[src/pkg/bws_pkg.sv]
// Overview of operation
// - lin failure code: 01 thermal, 10 transmit input stuck, 11 bus stuck, over 20ms.
// - can failure code: 01 thermal, 10 transmit input stuck, 11 bus stuck, timeout period.
// - can supply undervoltage sets bit 0 and turns the can transmitter off.
// - undervoltage comparator runs only while can mode bit one is set.
// - transmit input stuck ends when input goes high or transceiver leaves active mode.
// - bus stuck ends when bus goes recessive or transceiver leaves active mode.
// - undervoltage ends as soon as the supply is back above threshold.
// - after any fault, transmit resumes only after input stayed high for enable time.
// - can timeout flag sets on silence only with selective wake enabled, and sticks.
// - can timeout raises an interrupt in normal or stop mode when its mask is set.
// - system error sets on configuration error or counter overflow, only in selective wake.
// - selective wake cannot be activated while the system error flag is set.
// - can timeout flag cannot be cleared until the next falling edge of the interrupt.
// - wake flags: lin bit 6, can bit 5, timer bit 4, wake pins bits 2 to 0.
// - a wake out of fail-safe mode also sets the matching wake flag.
// - gpio wake flags at bits 5 and 4 of the second wake register; rest zero.
// - level register bit 7 shows the development mode strap of the test pin.
// - level register bit 6 shows the pull-up strap on the interrupt pin.
// - gpio levels update in normal and stop modes when used as wake or switch.
// - in cyclic sense the wake pin levels hold the latest sample.
// - a pin selected as gpio shows its level even when used as a switch.
// - reserved bits of all these registers read zero.
// - frame error counter counts down on valid frames; at 32 disables selective wake.
package bws_pkg;
  localparam int unsigned CLK_MHZ = 200;
  localparam int unsigned LIN_DOM_TIME_US = 20000;
  localparam int unsigned CAN_TO_TIME_US = 1000;
  localparam int unsigned TXEN_TIME_US = 10;
  localparam int unsigned INT_PULSE_TIME_US = 1;
  localparam int unsigned LIN_DOM_CYC = LIN_DOM_TIME_US * CLK_MHZ;
  localparam int unsigned CAN_TO_CYC = CAN_TO_TIME_US * CLK_MHZ;
  localparam int unsigned TXEN_CYC = TXEN_TIME_US * CLK_MHZ;
  localparam int unsigned INT_CYC = INT_PULSE_TIME_US * CLK_MHZ;
  localparam int unsigned CW = 23;
  localparam logic [6:0] ADDR_BUS_COMM = 7'h44;
  localparam logic [6:0] ADDR_WAKE_A = 7'h46;
  localparam logic [6:0] ADDR_WAKE_B = 7'h47;
  localparam logic [6:0] ADDR_LEVEL = 7'h48;
  localparam logic [1:0] FAIL_NONE = 2'h0;
  localparam logic [1:0] FAIL_TSD = 2'h1;
  localparam logic [1:0] FAIL_TXD = 2'h2;
  localparam logic [1:0] FAIL_BUS = 2'h3;
  localparam logic [5:0] ECNT_LIMIT = 6'h20;
  localparam int unsigned CAN_MODE_ACTIVE_BIT = 1;
  localparam int unsigned CAN_MODE_SWK_BIT = 2;
  localparam logic [7:0] RESET_BYTE = 8'h00;

  typedef enum logic [2:0] {SBC_INIT, SBC_NORMAL, SBC_STOP, SBC_SLEEP, SBC_RESTART,
    SBC_FAILSAFE} bws_mode_t;
  typedef enum logic [1:0] {GPIO_OFF, GPIO_WAKE, GPIO_LOW_SIDE, GPIO_HIGH_SIDE} bws_gpio_cfg_t;

  // pins that reach the block from outside its clock
  typedef struct packed {
    logic linTxd;
    logic linBus;
    logic canTxd;
    logic canBus;
    logic [2:0] wakePin;
    logic [1:0] gpioPin;
    logic testPin;
    logic cfgPullupPin;
  } bws_pins_t;

  // same-clock events from the transceivers and the wake logic
  typedef struct packed {
    logic linTsd;
    logic canTsd;
    logic canUvRaw;
    logic canSilence;
    logic swkCfgErr;
    logic swkValidFrame;
    logic swkFrameErr;
    logic swkRequest;
    logic [6:0] wakeEvt;
    logic [1:0] gpioWakeEvt;
    logic wakeSample;
  } bws_evt_t;

  typedef struct packed {
    logic [1:0] linFail;
    logic canTimeout;
    logic selective_wake_system_error;
    logic [1:0] canFail;
    logic canUv;
    logic [6:0] wakeA;
    logic [1:0] wakeB;
    logic [4:0] pinLvl;
    logic [1:0] strap;
    logic strapTaken;
    logic [CW-1:0] linTxdCnt;
    logic [CW-1:0] linBusCnt;
    logic [CW-1:0] canTxdCnt;
    logic [CW-1:0] canBusCnt;
    logic [CW-1:0] linEnCnt;
    logic [CW-1:0] canEnCnt;
    logic linTxdStuck;
    logic linBusStuck;
    logic canTxdStuck;
    logic canBusStuck;
    logic linBlk;
    logic canBlk;
    logic [5:0] errCnt;
    logic clrBlock;
    logic [CW-1:0] intCnt;
    bws_pins_t sync1;
    bws_pins_t sync2;
    logic [7:0] rdata;
    logic rvalid;
    logic canTxEn;
    logic linTxEn;
    logic intN;
    logic swkActive;
    logic canWakeEn;
    logic uvCompEn;
  } bws_state_t;
endpackage : bws_pkg

[src/core/bws_status_bank.sv]
module bws_status_bank #(
  parameter int unsigned LIN_DOM_CYC = bws_pkg::LIN_DOM_CYC,
  parameter int unsigned CAN_TO_CYC = bws_pkg::CAN_TO_CYC
) (
  input wire logic core_clk,
  input wire logic srst,
  input wire bws_pkg::bws_pins_t pins,
  input wire bws_pkg::bws_evt_t evt,
  input wire bws_pkg::bws_mode_t sbcMode,
  input wire logic [2:0] canMode,
  input wire logic linActive,
  input wire logic canTimeoutMask,
  input wire bws_pkg::bws_gpio_cfg_t gpio1Cfg,
  input wire bws_pkg::bws_gpio_cfg_t gpio2Cfg,
  input wire logic [6:0] regAddr,
  input wire logic regRd,
  input wire logic regClr,
  output logic [7:0] regRdata,
  output logic regRvalid,
  output logic canTxEn,
  output logic linTxEn,
  output logic intN,
  output logic swkActive,
  output logic canWakeEn,
  output logic uvCompEn
);
  bws_pkg::bws_state_t q;
  bws_pkg::bws_state_t d;

  // saturating run-length counter, zero when the condition drops
  function automatic logic [bws_pkg::CW-1:0] runCnt(input logic [bws_pkg::CW-1:0] c,
                                                    input logic cond);
    logic [bws_pkg::CW-1:0] r;
    r = '0;
    if (cond) begin
      r = (&c) ? c : c + 1'b1;
    end
    return r;
  endfunction : runCnt

  function automatic logic [1:0] failCode(input logic thermal_shutdown, input logic txd, input logic bus);
    logic [1:0] r;
    r = bws_pkg::FAIL_NONE;
    if (thermal_shutdown) begin
      r = bws_pkg::FAIL_TSD;
    end else if (txd) begin
      r = bws_pkg::FAIL_TXD;
    end else if (bus) begin
      r = bws_pkg::FAIL_BUS;
    end
    return r;
  endfunction : failCode

  function automatic logic gpioLive(input bws_pkg::bws_gpio_cfg_t cfg);
    return cfg != bws_pkg::GPIO_OFF;
  endfunction : gpioLive

  logic canActive;
  logic swkEn;
  logic runMode;
  logic clrBus;
  logic clrWakeA;
  logic clrWakeB;
  logic [1:0] linCode;
  logic [1:0] canCode;
  logic canUvNow;
  logic linFault;
  logic canFault;
  logic canToRise;
  logic [bws_pkg::CW-1:0] linDomLim;
  logic [bws_pkg::CW-1:0] canToLim;
  logic [bws_pkg::CW-1:0] txenLim;
  logic [bws_pkg::CW-1:0] intLim;

  assign linDomLim = bws_pkg::CW'(LIN_DOM_CYC);
  assign canToLim = bws_pkg::CW'(CAN_TO_CYC);
  assign txenLim = bws_pkg::CW'(bws_pkg::TXEN_CYC);
  assign intLim = bws_pkg::CW'(bws_pkg::INT_CYC);

  ////////////////////////////////////////////////////////////////////////////////
  always_comb begin
    d = q;
    d.sync1 = pins;
    d.sync2 = q.sync1;
    canActive = canMode[bws_pkg::CAN_MODE_ACTIVE_BIT];
    swkEn = canMode[bws_pkg::CAN_MODE_SWK_BIT];
    runMode = (sbcMode == bws_pkg::SBC_NORMAL) || (sbcMode == bws_pkg::SBC_STOP);
    clrBus = regRd && regClr && (regAddr == bws_pkg::ADDR_BUS_COMM);
    clrWakeA = regRd && regClr && (regAddr == bws_pkg::ADDR_WAKE_A);
    clrWakeB = regRd && regClr && (regAddr == bws_pkg::ADDR_WAKE_B);

    // stuck timers only run while the transceiver is active
    d.linTxdCnt = runCnt(q.linTxdCnt, linActive && !q.sync2.linTxd);
    d.linBusCnt = runCnt(q.linBusCnt, linActive && !q.sync2.linBus);
    d.canTxdCnt = runCnt(q.canTxdCnt, canActive && !q.sync2.canTxd);
    d.canBusCnt = runCnt(q.canBusCnt, canActive && !q.sync2.canBus);
    d.linTxdStuck = linActive && !q.sync2.linTxd &&
                    (q.linTxdStuck || q.linTxdCnt >= linDomLim);
    d.linBusStuck = linActive && !q.sync2.linBus &&
                    (q.linBusStuck || q.linBusCnt >= linDomLim);
    d.canTxdStuck = canActive && !q.sync2.canTxd &&
                    (q.canTxdStuck || q.canTxdCnt >= canToLim);
    d.canBusStuck = canActive && !q.sync2.canBus &&
                    (q.canBusStuck || q.canBusCnt >= canToLim);

    linCode = failCode(evt.linTsd, q.linTxdStuck, q.linBusStuck);
    canCode = failCode(evt.canTsd, q.canTxdStuck, q.canBusStuck);
    canUvNow = canActive && evt.canUvRaw;
    d.uvCompEn = canActive;

    // clear first, then a live condition sets again so it is never lost
    d.linFail = clrBus ? bws_pkg::FAIL_NONE : q.linFail;
    if (linCode != bws_pkg::FAIL_NONE) begin
      d.linFail = linCode;
    end
    d.canFail = clrBus ? bws_pkg::FAIL_NONE : q.canFail;
    if (canCode != bws_pkg::FAIL_NONE) begin
      d.canFail = canCode;
    end
    d.canUv = (q.canUv && !clrBus) || canUvNow;

    // transmit re-enable waits for a quiet high transmit input
    linFault = evt.linTsd || q.linTxdStuck || q.linBusStuck;
    canFault = evt.canTsd || q.canTxdStuck || q.canBusStuck || canUvNow;
    d.linEnCnt = runCnt(q.linEnCnt, q.linBlk && !linFault && q.sync2.linTxd);
    d.canEnCnt = runCnt(q.canEnCnt, q.canBlk && !canFault && q.sync2.canTxd);
    d.linBlk = linFault || (q.linBlk && q.linEnCnt < txenLim);
    d.canBlk = canFault || (q.canBlk && q.canEnCnt < txenLim);
    d.linTxEn = linActive && !d.linBlk;
    d.canTxEn = canActive && !d.canBlk;

    // selective wake error counting
    if (swkEn) begin
      if (evt.swkFrameErr && q.errCnt < bws_pkg::ECNT_LIMIT) begin
        d.errCnt = q.errCnt + 6'h01;
      end else if (evt.swkValidFrame && q.errCnt != 6'h00) begin
        d.errCnt = q.errCnt - 6'h01;
      end
    end
    // a clear at the limit also empties the counter, so an overflow seen in that cycle must not re-set
    d.selective_wake_system_error = (q.selective_wake_system_error && !clrBus) ||
               (swkEn && (evt.swkCfgErr ||
                          (q.errCnt == bws_pkg::ECNT_LIMIT && !clrBus)));
    d.swkActive = swkEn && evt.swkRequest && !d.selective_wake_system_error;
    d.canWakeEn = q.canWakeEn || (q.errCnt == bws_pkg::ECNT_LIMIT);
    if (clrBus && q.errCnt == bws_pkg::ECNT_LIMIT) begin
      d.errCnt = 6'h00;
      d.canWakeEn = 1'b0;
    end

    // can timeout, interrupt pulse and the clear lock
    canToRise = swkEn && evt.canSilence && !q.canTimeout;
    d.canTimeout = (q.canTimeout && !(clrBus && !q.clrBlock)) ||
                   (swkEn && evt.canSilence);
    if (canToRise) begin
      d.clrBlock = 1'b1;
    end
    d.intCnt = (q.intCnt != '0) ? q.intCnt - 1'b1 : '0;
    if (canToRise && runMode && canTimeoutMask) begin
      d.intCnt = intLim;
      d.clrBlock = 1'b0;
    end
    d.intN = (d.intCnt == '0);

    // wake sources, including a wake out of fail-safe
    d.wakeA = (clrWakeA ? 7'h00 : q.wakeA) | evt.wakeEvt;
    d.wakeB = (clrWakeB ? 2'h0 : q.wakeB) | evt.gpioWakeEvt;

    // straps are caught once, just after reset is released
    if (!q.strapTaken) begin
      d.strap = {q.sync2.testPin, q.sync2.cfgPullupPin};
      d.strapTaken = 1'b1;
    end
    if (runMode && gpioLive(gpio1Cfg)) begin
      d.pinLvl[3] = q.sync2.gpioPin[0];
    end
    if (runMode && gpioLive(gpio2Cfg)) begin
      d.pinLvl[4] = q.sync2.gpioPin[1];
    end
    // cyclic sense holds the last sample; static sense follows the pin
    if (evt.wakeSample || runMode) begin
      d.pinLvl[2:0] = q.sync2.wakePin;
    end

    // read port, unmapped addresses return zero
    d.rvalid = regRd;
    d.rdata = bws_pkg::RESET_BYTE;
    if (regRd) begin
      unique case (regAddr)
        bws_pkg::ADDR_BUS_COMM: d.rdata = {1'b0, q.linFail, q.canTimeout, q.selective_wake_system_error,
                                           q.canFail, q.canUv};
        bws_pkg::ADDR_WAKE_A: d.rdata = {1'b0, q.wakeA[6:4], 1'b0, q.wakeA[2:0]};
        bws_pkg::ADDR_WAKE_B: d.rdata = {2'h0, q.wakeB, 4'h0};
        bws_pkg::ADDR_LEVEL: d.rdata = {q.strap, q.pinLvl[4:3], 1'b0,
                                        q.pinLvl[2:0]};
        default: d.rdata = bws_pkg::RESET_BYTE;
      endcase
    end
  end

  ////////////////////////////////////////////////////////////////////////////////
  always_ff @(posedge core_clk) begin
    if (srst) begin
      q <= '0;
      q.intN <= 1'b1;
      // synchronisers keep running so straps and pin levels are valid at release
      q.sync1 <= d.sync1;
      q.sync2 <= d.sync2;
    end else begin
      q <= d;
    end
  end

  assign regRdata = q.rdata;
  assign regRvalid = q.rvalid;
  assign canTxEn = q.canTxEn;
  assign linTxEn = q.linTxEn;
  assign intN = q.intN;
  assign swkActive = q.swkActive;
  assign canWakeEn = q.canWakeEn;
  assign uvCompEn = q.uvCompEn;

  ////////////////////////////////////////////////////////////////////////////////
  a_uv_tx_off: assert property (@(posedge core_clk) disable iff (srst)
    (canActive && evt.canUvRaw) |=> (q.canUv && !canTxEn))
    else $error("can undervoltage did not flag or stop transmitter");
  a_uv_comp_gate: assert property (@(posedge core_clk) disable iff (srst)
    (!canActive && evt.canUvRaw && !q.canUv && !clrBus) |=> !q.canUv)
    else $error("undervoltage flagged with comparator disabled");
  a_can_timeout_flag_swk_only: assert property (@(posedge core_clk) disable iff (srst)
    (!q.canTimeout && !swkEn) |=> !q.canTimeout)
    else $error("can timeout set without selective wake");
  a_can_timeout_flag_sticky: assert property (@(posedge core_clk) disable iff (srst)
    (q.canTimeout && !clrBus) |=> q.canTimeout)
    else $error("can timeout dropped without a clear");
  a_int_pulse: assert property (@(posedge core_clk) disable iff (srst)
    (canToRise && runMode && canTimeoutMask) |=> !intN [*8])
    else $error("interrupt pulse missing after can timeout");
  a_can_timeout_flag_lock: assert property (@(posedge core_clk) disable iff (srst)
    (q.canTimeout && q.clrBlock) |=> q.canTimeout)
    else $error("can timeout cleared while locked");
  a_swk_selective_wake_system_error: assert property (@(posedge core_clk) disable iff (srst)
    (q.selective_wake_system_error && !clrBus) |=> !swkActive)
    else $error("selective wake active with system error");
  a_ecnt_limit: assert property (@(posedge core_clk) disable iff (srst)
    (swkEn && q.errCnt == bws_pkg::ECNT_LIMIT && !clrBus) |=>
    (q.selective_wake_system_error && canWakeEn && !swkActive))
    else $error("counter overflow did not disable selective wake");
  a_wake_latch: assert property (@(posedge core_clk) disable iff (srst)
    (evt.wakeEvt[5] && !clrWakeA) |=> q.wakeA[5] ##1 (q.wakeA[5] || $past(clrWakeA)))
    else $error("can wake flag not latched");
  a_txen_wait: assert property (@(posedge core_clk) disable iff (srst)
    (evt.linTsd) |=> !linTxEn [*8])
    else $error("lin transmitter re-enabled too soon after fault");
  a_reserved_zero: assert property (@(posedge core_clk) disable iff (srst)
    regRvalid |-> (!regRdata[7] || $past(regAddr) == bws_pkg::ADDR_LEVEL))
    else $error("reserved bit 7 read as one");
endmodule : bws_status_bank

[config.mk]
export PLATFORM = sky130hd
export DESIGN_NAME = bws_status_bank
export DESIGN_NICKNAME = d
export VERILOG_FILES = /design/src/pkg/bws_pkg.sv /design/src/core/bws_status_bank.sv
export SDC_FILE = /design/constraint.sdc
export NUM_CORES = 1
export LEC_CHECK = 0
export BUFFER_PORTS_ARGS = -buffer_cell sky130_fd_sc_hd__buf_2
export CAP_MARGIN = 20
export CORE_MARGIN = 4
export CORE_UTILIZATION = 61
export DETAILED_ROUTE_END_ITERATION = 12
export PLACE_DENSITY = 0.87
export SLEW_MARGIN = 20
export SYNTH_ARGS = -nofsm -noshare
export SYNTH_HDL_FRONTEND = slang
export SYNTH_SLANG_ARGS = --single-unit
[constraint.sdc]
create_clock -name core_clk -period 2.6 [get_ports core_clk]
set_clock_uncertainty 0.2 [all_clocks]
set_input_delay 0.13 -clock core_clk [delete_from_list [all_inputs] [get_ports core_clk]]
set_output_delay 0.13 -clock core_clk [all_outputs]
set_load 0.005 [all_outputs]
# Word level (Yosys, flattened, before mapping)
# Cells that the tools add are included.
[classes]
n_addsub = 9
multipliers = 0
div = 0
order_cmp = 7
eq_ne = 7
shift = 0
n_mux = 16
bitwise = 9
n_reduce_logical = 95
[op_table]
columns = ["cell", "n"]
rows = [
  ["adder 23 x 1 -> 23 bit (second input constant)", 6],
  ["AND reduction 23 bit", 6],
  ["greater-or-equal comparator 23 x 18 -> 1 bit (second input constant)", 2],
  ["greater-or-equal comparator 23 x 22 -> 1 bit (second input constant)", 2],
  ["less-than comparator 23 x 11 -> 1 bit (second input constant)", 2],
  ["2-to-1 mux 23 bit", 2],
  ["logical AND 1 bit", 38],
  ["case mux 8 bit (4 select lines)", 1],
  ["equality test 7 bit (second input constant)", 4],
  ["logical NOT 23 bit", 1],
  ["nonzero test 23 bit", 1],
  ["subtractor 23 x 1 -> 23 bit (second input constant)", 1],
  ["2-to-1 mux 2 bit", 10],
  ["logical OR 1 bit", 18],
  ["OR reduction 2 bit", 9],
  ["nonzero test 2 bit", 7],
  ["logical NOT 1 bit", 13],
  ["2-to-1 mux 6 bit", 2],
  ["2-to-1 mux 7 bit", 1],
  ["NOT 1 bit", 7],
  ["bitwise OR 7 bit", 1],
  ["adder 6 x 1 -> 6 bit (second input constant)", 1],
  ["equality test 6 bit (second input constant)", 1],
  ["less-than comparator 6 bit (second input constant)", 1],
  ["6 further kinds", 6],
]
[word_totals]
reg_bits = 235
latchBits = 0
ramBits = 0
romBits = 0
inputBits = 52
output_inout_bits = 15
elab_cells = 194
n_memories = 0

# Depth between registers and ports, before layout
# Gate-level depths: netlist (run 1).
[depth]
ltp_word = 9
ltp_mapped = 8

# Worst setup path before layout (run 1)
# No wires, ideal clock.
[synth_timing]
path_type = "register -> register"
from = "register q[62] (netlist bit)"
to = "register q[66] (netlist bit)"
setup_ns = 0.121
t_arrival_ns = 1.777
required_ns = 2.279
setup_slack_ns = 0.502
stages_incl_launch_ff = 6
cell_sequence = "dfxtp_1 > or4_1 > o31ai_1 > a211oi_1 > a21bo_2 > mux2_2"
[synth_between]
elab_chain_len = 4
[synth_lines]
columns = ["element", "line_no", "source"]
rows = [
  ["from (decl)", "bws_status_bank.sv:27", "bws_pkg::bws_state_t q;"],
  ["less-than comparator 6 bit or nonzero test 6 bit (tied branches)", "bws_status_bank.sv:134, bws_status_bank.sv:136", ""],
  ["logical AND 1 bit (on tied branches)", "bws_status_bank.sv:134, bws_status_bank.sv:136", ""],
  ["nonzero test 2 bit (no source line)", "-", ""],
  ["AND reduction 2 bit (no source line)", "-", ""],
]
# Parallel ways exist; a longest one is shown, timed or not. The select of a mux whose other input is x is not followed.
# A chain may end at the register's enable or synchronous reset.

# Worst setup path after layout (run 1)
[layout_timing]
from = "register q[62] (netlist bit)"
to = "register q (netlist bit swkActive)"
[layout_between]
elab_chain_len = 7
[layout_lines]
columns = ["element", "line_no", "source"]
rows = [
  ["equality test 6 bit", "bws_status_bank.sv:143", "(q.errCnt == bws_pkg::ECNT_LIMIT && !clrBus)));"],
  ["logical AND 1 bit", "bws_status_bank.sv:143", ""],
  ["logical OR 1 bit", "bws_status_bank.sv:142", "(swkEn && (evt.swkCfgErr ||"],
  ["logical AND 1 bit", "bws_status_bank.sv:142", ""],
  ["logical OR 1 bit", "bws_status_bank.sv:141", "d.selective_wake_system_error = (q.selective_wake_system_error && !clrBus) ||"],
  ["logical NOT 1 bit", "bws_status_bank.sv:144", "d.swkActive = swkEn && evt.swkRequest && !d.selective_wake_system_error;"],
  ["logical AND 1 bit", "bws_status_bank.sv:144", ""],
]
# Every way passes these cells.

==> run summary, run 1 <==
Setup Buffers After CTS -> 0
largest fanout on the critical path -> 4
CTS max path bufs -> 3
Max-cap violations -> 0
Synth Warn # -> 0
PortBufs -> 64
layout cell share with drive strength beyond 1 -> 12.9%
Core Region -> 17,200 um2
syn_nets -> 1,271
Worst-path clk slew -> 0.06 ns
worst hold margin -> 0.0316 ns
CTS tree -> built
RSZ-0062 raised after global routing -> false
ys async rst share -> 0%
type of origin of the critical path -> flop
WL final -> 26.2 mm
Routed Antenna Nets -> 0
pre-CTS setup slack -> 0.294 ns
Final Instance Count excl. Fillers -> 1,562
Slew Viols, Final -> 0
Gate Count Post-Synth -> 1,202
largest net degree at the start of global routing -> 24
synthesized area -> 10,700 um2
status -> complete, no violations
Post-synth EDFFs -> 0
Worst-Margin Slew -> 0.874 ns
Worst VDD drop -> 0.000789 V
Max Clk Rate -> 406 MHz
Crit. End Element -> flop
Die H -> 141 um
total track usage -> 25.7%
clk_lat worst skew -> 0.51 ns
final setup vio count -> 0
Cell variety after synth -> 76
global route overflow -> 0
vias in the first global route -> 9,217
Synth Flop Type -> dfxtp_1
register area share after synthesis -> 43.7%
CTS Buf Count -> 24
# clock sinks -> 234
Tmin final -> 2.46 ns
DR DRC count -> 0
WP data arrival -> 2.65 ns
Min-Delay Path Class -> in -> reg
Crit path required time -> 2.79 ns
Placed Cells -> 1,463
Leak -> 4.53 nW
dpl hpwl -> 16.9 mm
Seq cells post-synth -> 234
nets@finish -> 1,389
period utilization -> 94.7%
Vias -> 9,689
n_diodes -> 0
Rows -> 48
Fin. Hold Viols -> 0
htree depth -> 1
root buffer cell -> clkbuf_16
Area Overhead vs Synth -> 17.5%
Avg WL per Cell -> 16.8 um
global-route wire length before repair -> 43.4 mm
PnR worst setup slack -> 0.139 ns
# fillers -> 1,174
synthesized area per cell -> 8.91 um2
die area -> 19,800 um2
initial antenna violation count -> 0
initial DRC count -> 860
total power draw -> 9.08 mW
cell area power density -> 721 nW/um2
io pins -> 67
RePlAce Congestion -> 0.879
Vias/cell -> 6.20
Die Span X -> 141 um
setup_tns -> 0 ns
Initial Util -> 62.2%
relative slew slack -> 41.7%
drt pass-1 iters -> 10
WS Path Type -> reg -> reg
==> what timing repair did <==
item,4_1_cts,5_1_grt
hold buffers,56,0
gates resized for setup,0,1
endpoints found under the setup margin,0,1
hold endpoints to repair,58,0
==> through the flow <==
stage	instance area, um2	util, %
final	12600	73.0
after global routing	12600	73.0
after CTS	12600	73.0
after detailed placement	11200	65.2
after global placement	11200	65.2
after floorplan	10700	-
==> cells in the final DEF (no fill, tap or decap), types with 8 or more instances in the layout <==
cell,n
a211oi_1,12
a21oi_1,76
a31oi_1,8
and2_1,12
and3_1,19
and4_1,31
buf_2,64
buf_4,25
clkbuf_16,25
dfxtp_1,234
dlygate4sd3_1,56
ha_1,16
inv_1,27
mux2i_1,17
nand2_1,62
nand3_1,48
nand4_1,38
nor2_1,161
nor3_1,22
nor4_1,22
o211ai_1,17
o21a_1,11
o21ai_0,56
o31ai_1,15
or3_1,40
or4_1,18
xnor2_1,48
xor2_1,35
==> cell families after synthesis <==
| logic type | count (synthesis) | share of synthesized area [%] |
|---|---|---|
| compound gates | 248 | 15.5 |
| xor+xnor | 83 | 6.78 |
| fa+ha+maj | 17 | 2.06 |
| buf+inv | 80 | 3.43 |
| flops | 234 | 43.7 |
| mux | 20 | 1.90 |
| simple gates | 520 | 26.6 |
==> worst paths after layout <==
path,from,to,slack (ns),depth (start not counted)
worst max-delay path,q[62],swkActive,0.14,6
worst min register to register,d[22],q[22],0.13,0
worst min-delay path,canMode[2],q[66],0.03,4
worst max register to register,q[62],swkActive,0.14,6
==> per-layer routing <==
layer / part of all wire (%) / global-route usage, % / vias up
met5: 0 / 0 / -
met4: 2.9 / 8.62 / 0
met3: 6.5 / 3.45 / 74
met2: 49 / 44.6 / 398
met1: 42 / 33.0 / 4582
li1: - / - / 4635
==> report_power, final <==
group          total (mW)  leakage, nW  internal, mW  switching [mW]
Sequential           4.06         1.91          3.81           0.252
Clock                3.38        0.386          1.99            1.39
Combinational        1.64         2.24         0.773           0.867
Total                9.08         4.53          6.58            2.51
==> cell usage after synthesis (all sizes together), types with 27 or more instances <==
master / count / area share (%)
dfxtp: 234 / 44
nor2: 161 / 5.6
a21oi: 76 / 3.5
nand2: 62 / 2.2
o21ai: 58 / 2.7
nand3: 49 / 2.4
xnor2: 48 / 3.9
or3: 42 / 2.5
nand4: 40 / 2.5
xor2: 35 / 2.9
and4: 32 / 2.6
clkbuf: 28 / 0.99
nor3: 28 / 1.6
inv: 27 / 0.95
==> cell type report <==
cell class | count | area (um2) | area share [%]
Clock buffer | 33 | 706 | 5.60
Tap cell | 225 | 282 | 2.24
Timing Repair Buffer | 145 | 1070 | 8.49
Multi-Input combinational cell | 888 | 5670 | 45.0
Sequential cell | 234 | 4680 | 37.2
Inverter | 27 | 101 | 0.805
Clock inverter | 10 | 82.6 | 0.656
==> flip-flops by register name, indices dropped and copies added, names as in the netlist <==
name	flops
canTxEn	1
canWakeEn	1
d	11
intN	1
linTxEn	1
q	208
regRdata	8
regRvalid	1
swkActive	1
uvCompEn	1
==> worst max-delay path, stage by stage, from the launching register on <==
cell	delay, ns
dfxtp_1	0.36
or4_4	0.60
nor2_1	0.15
a31oi_1	0.11
a2bb2oi_1	0.17
and4_1	0.21
dlygate4sd3_1	0.54
Power figures use the tool's default switching activity.
==> inputs of run 2 (changes only) <==
--- a/config.mk
+++ b/config.mk
@@ -11,6 +11,7 @@
 export CORE_UTILIZATION = 61
 export DETAILED_ROUTE_END_ITERATION = 12
 export PLACE_DENSITY = 0.87
+export SETUP_SLACK_MARGIN = 0.2
 export SLEW_MARGIN = 20
 export SYNTH_ARGS = -nofsm -noshare
 export SYNTH_HDL_FRONTEND = slang
==> run 2 against run 1 <==
Die area unchanged; sequential power about the same; critical path type is now in -> reg; hold slack better by 0.021 ns; non-clock buffer count unchanged; highest routed layer unchanged.
==> run summary, run 2 (synthesis results as in run 1) <==
status -> complete, no violations
nets@finish -> 1,389
Initial Util -> 62.2%
PortBufs -> 64
vias in the first global route -> 9,225
clk_lat worst skew -> 0.51 ns
initial DRC count -> 856
Routed Antenna Nets -> 0
Placed Cells -> 1,463
CP delay by family, top -> buffers and inverters
Hold EP -> d[25]
WS Path Type -> in -> reg
Leak -> 4.55 nW
global-route wire length before repair -> 43.6 mm
global route overflow -> 0
pre-CTS setup slack -> 0.294 ns
Die H -> 141 um
dpl hpwl -> 16.9 mm
Area Overhead vs Synth -> 17.9%
Worst-path clk slew -> 0.06 ns
Min-Delay Path Class -> in -> reg
worst-case reg-to-reg path depth -> 6
initial antenna violation count -> 0
Fin. Hold Viols -> 0
Setup Buffers After CTS -> 0
gr busiest metal -> met2
Max-cap violations -> 0
htree depth -> 1
DR DRC count -> 0
cell area power density -> 721 nW/um2
Largest register FFs -> 208
type of origin of the critical path -> input port
hold path cells -> 2
Core Region -> 17,200 um2
Die Span X -> 141 um
Setup crit start -> canMode[2]
most frequent cells in the layout -> 234 x dfxtp_1, 161 x nor2_1, 76 x a21oi_1
io pins -> 67
largest net degree at the start of global routing -> 24
Worst-Margin Slew -> 0.868 ns
crit-path max cell delay -> 0.63 ns
Critical Path, Cell by Cell -> dlygate4sd3_1 -> buf_2 -> nand2_1 -> dlygate4sd3_1 -> nor4_4 -> dlygate4sd3_1 -> nor3_1
n_diodes -> 0
Post-DP Area -> 11,200 um2
largest reg by FF count -> q
Vias -> 9,654
total track usage -> 25.8%
critical path's most frequent cell -> dlygate4sd3_1
met2 usage -> 44.8%
root buffer cell -> clkbuf_16
RePlAce Congestion -> 0.879
Vias/cell -> 6.18
RSZ-0062 raised after global routing -> true
die area -> 19,800 um2
Critical-path top delay cell -> dlygate4sd3_1
Rows -> 48
Crit path required time -> 2.79 ns
Hold Crit Start -> pins[10]
layout cell share with drive strength beyond 1 -> 13.2%
Avg WL per Cell -> 16.9 um
# clock sinks -> 234
drt pass-1 iters -> 7
Max Clk Rate -> 430 MHz
Worst VDD drop -> 0.000911 V
final setup vio count -> 0
CTS max path bufs -> 3
most common cell after layout, fill and taps aside -> dfxtp_1
Tmin final -> 2.32 ns
WL final -> 26.5 mm
reg2reg end -> q[231]
PnR worst setup slack -> 0.276 ns
CTS tree -> built
Slew Viols, Final -> 0
largest fanout on the critical path -> 4
reg2reg setup slack -> 0.28 ns
period utilization -> 89.4%
met3 Use GR -> 3.48%
CTS Buf Count -> 24
Buffers & Inverters on Critical Path -> 4
relative slew slack -> 42.2%
design area -> 12,600 um2
WP data arrival -> 2.52 ns
Crit. End Element -> flop
Final Instance Count excl. Fillers -> 1,562
worst r2r src -> q[62]
setup_tns -> 0 ns
met1 usage -> 33.1%
## run 2: worst max-delay path by stage
stage | to | slack [ns] | cells after the start
2_1_floorplan | q[66] | 0.50 | 5
3_3_place_gp | intN | 0.34 | 7
3_5_place_dp | intN | 0.29 | 7
4_1_cts | q[60] | 0.22 | 7
5_1_grt | intN | 0.17 | 7
6_report | q[60] | 0.28 | 7
## run 2: cell type report
| cell class | instances | area (um2) |
|---|---|---|
| Multi-Input combinational cell | 888 | 5710 |
| Sequential cell | 234 | 4680 |
| Fill cell | 1170 | 4600 |
| Timing Repair Buffer | 145 | 1070 |
| Clock buffer | 33 | 706 |
| Tap cell | 225 | 282 |
| Inverter | 27 | 101 |
| Clock inverter | 10 | 82.6 |
## run 2: metrics by stage
| step | total power [mW] | utilization [%] | hold slack [ns] |
|---|---|---|---|
| 2_1_floorplan | 5.24 | - | -0.0423 |
| 3_3_place_gp | 5.58 | 65.2 | 0.0329 |
| 3_5_place_dp | 5.65 | 65.2 | 0.0336 |
| 4_1_cts | 9.09 | 73.0 | 0.0408 |
| 5_1_grt | 9.50 | 73.3 | 0.0558 |
| 6_report | 9.11 | 73.3 | 0.0531 |
## run 2: power by group
group          total [mW]  leakage (nW)  internal (mW)  switching (mW)
clock                3.38         0.386           1.99            1.39
sequential           4.06          1.91           3.81           0.255
combinational        1.67          2.26          0.778           0.888
total                9.11          4.55           6.58            2.53
## run 2: timing repair
item	in CTS	in global routing
endpoints found under the setup margin	0	24
endpoints found under the hold margin	58	0
hold buffers	56	0
gates resized for setup	0	10
## run 2: worst register-to-register path: stages, from the launching register on
cell and delay, ns:
dfxtp_1 0.35, or4_4 0.59, nor2_1 0.15, a31oi_1 0.12
a2bb2oi_1 0.18, dlygate4sd3_1 0.57, nor2_1 0.08
## run 2: metal layers
metal	vias to the layer above	routed length, um
met1	4541	10900
met3	82	1890
met2	399	12800
met5	-	0
li1	4632	-
met4	0	839
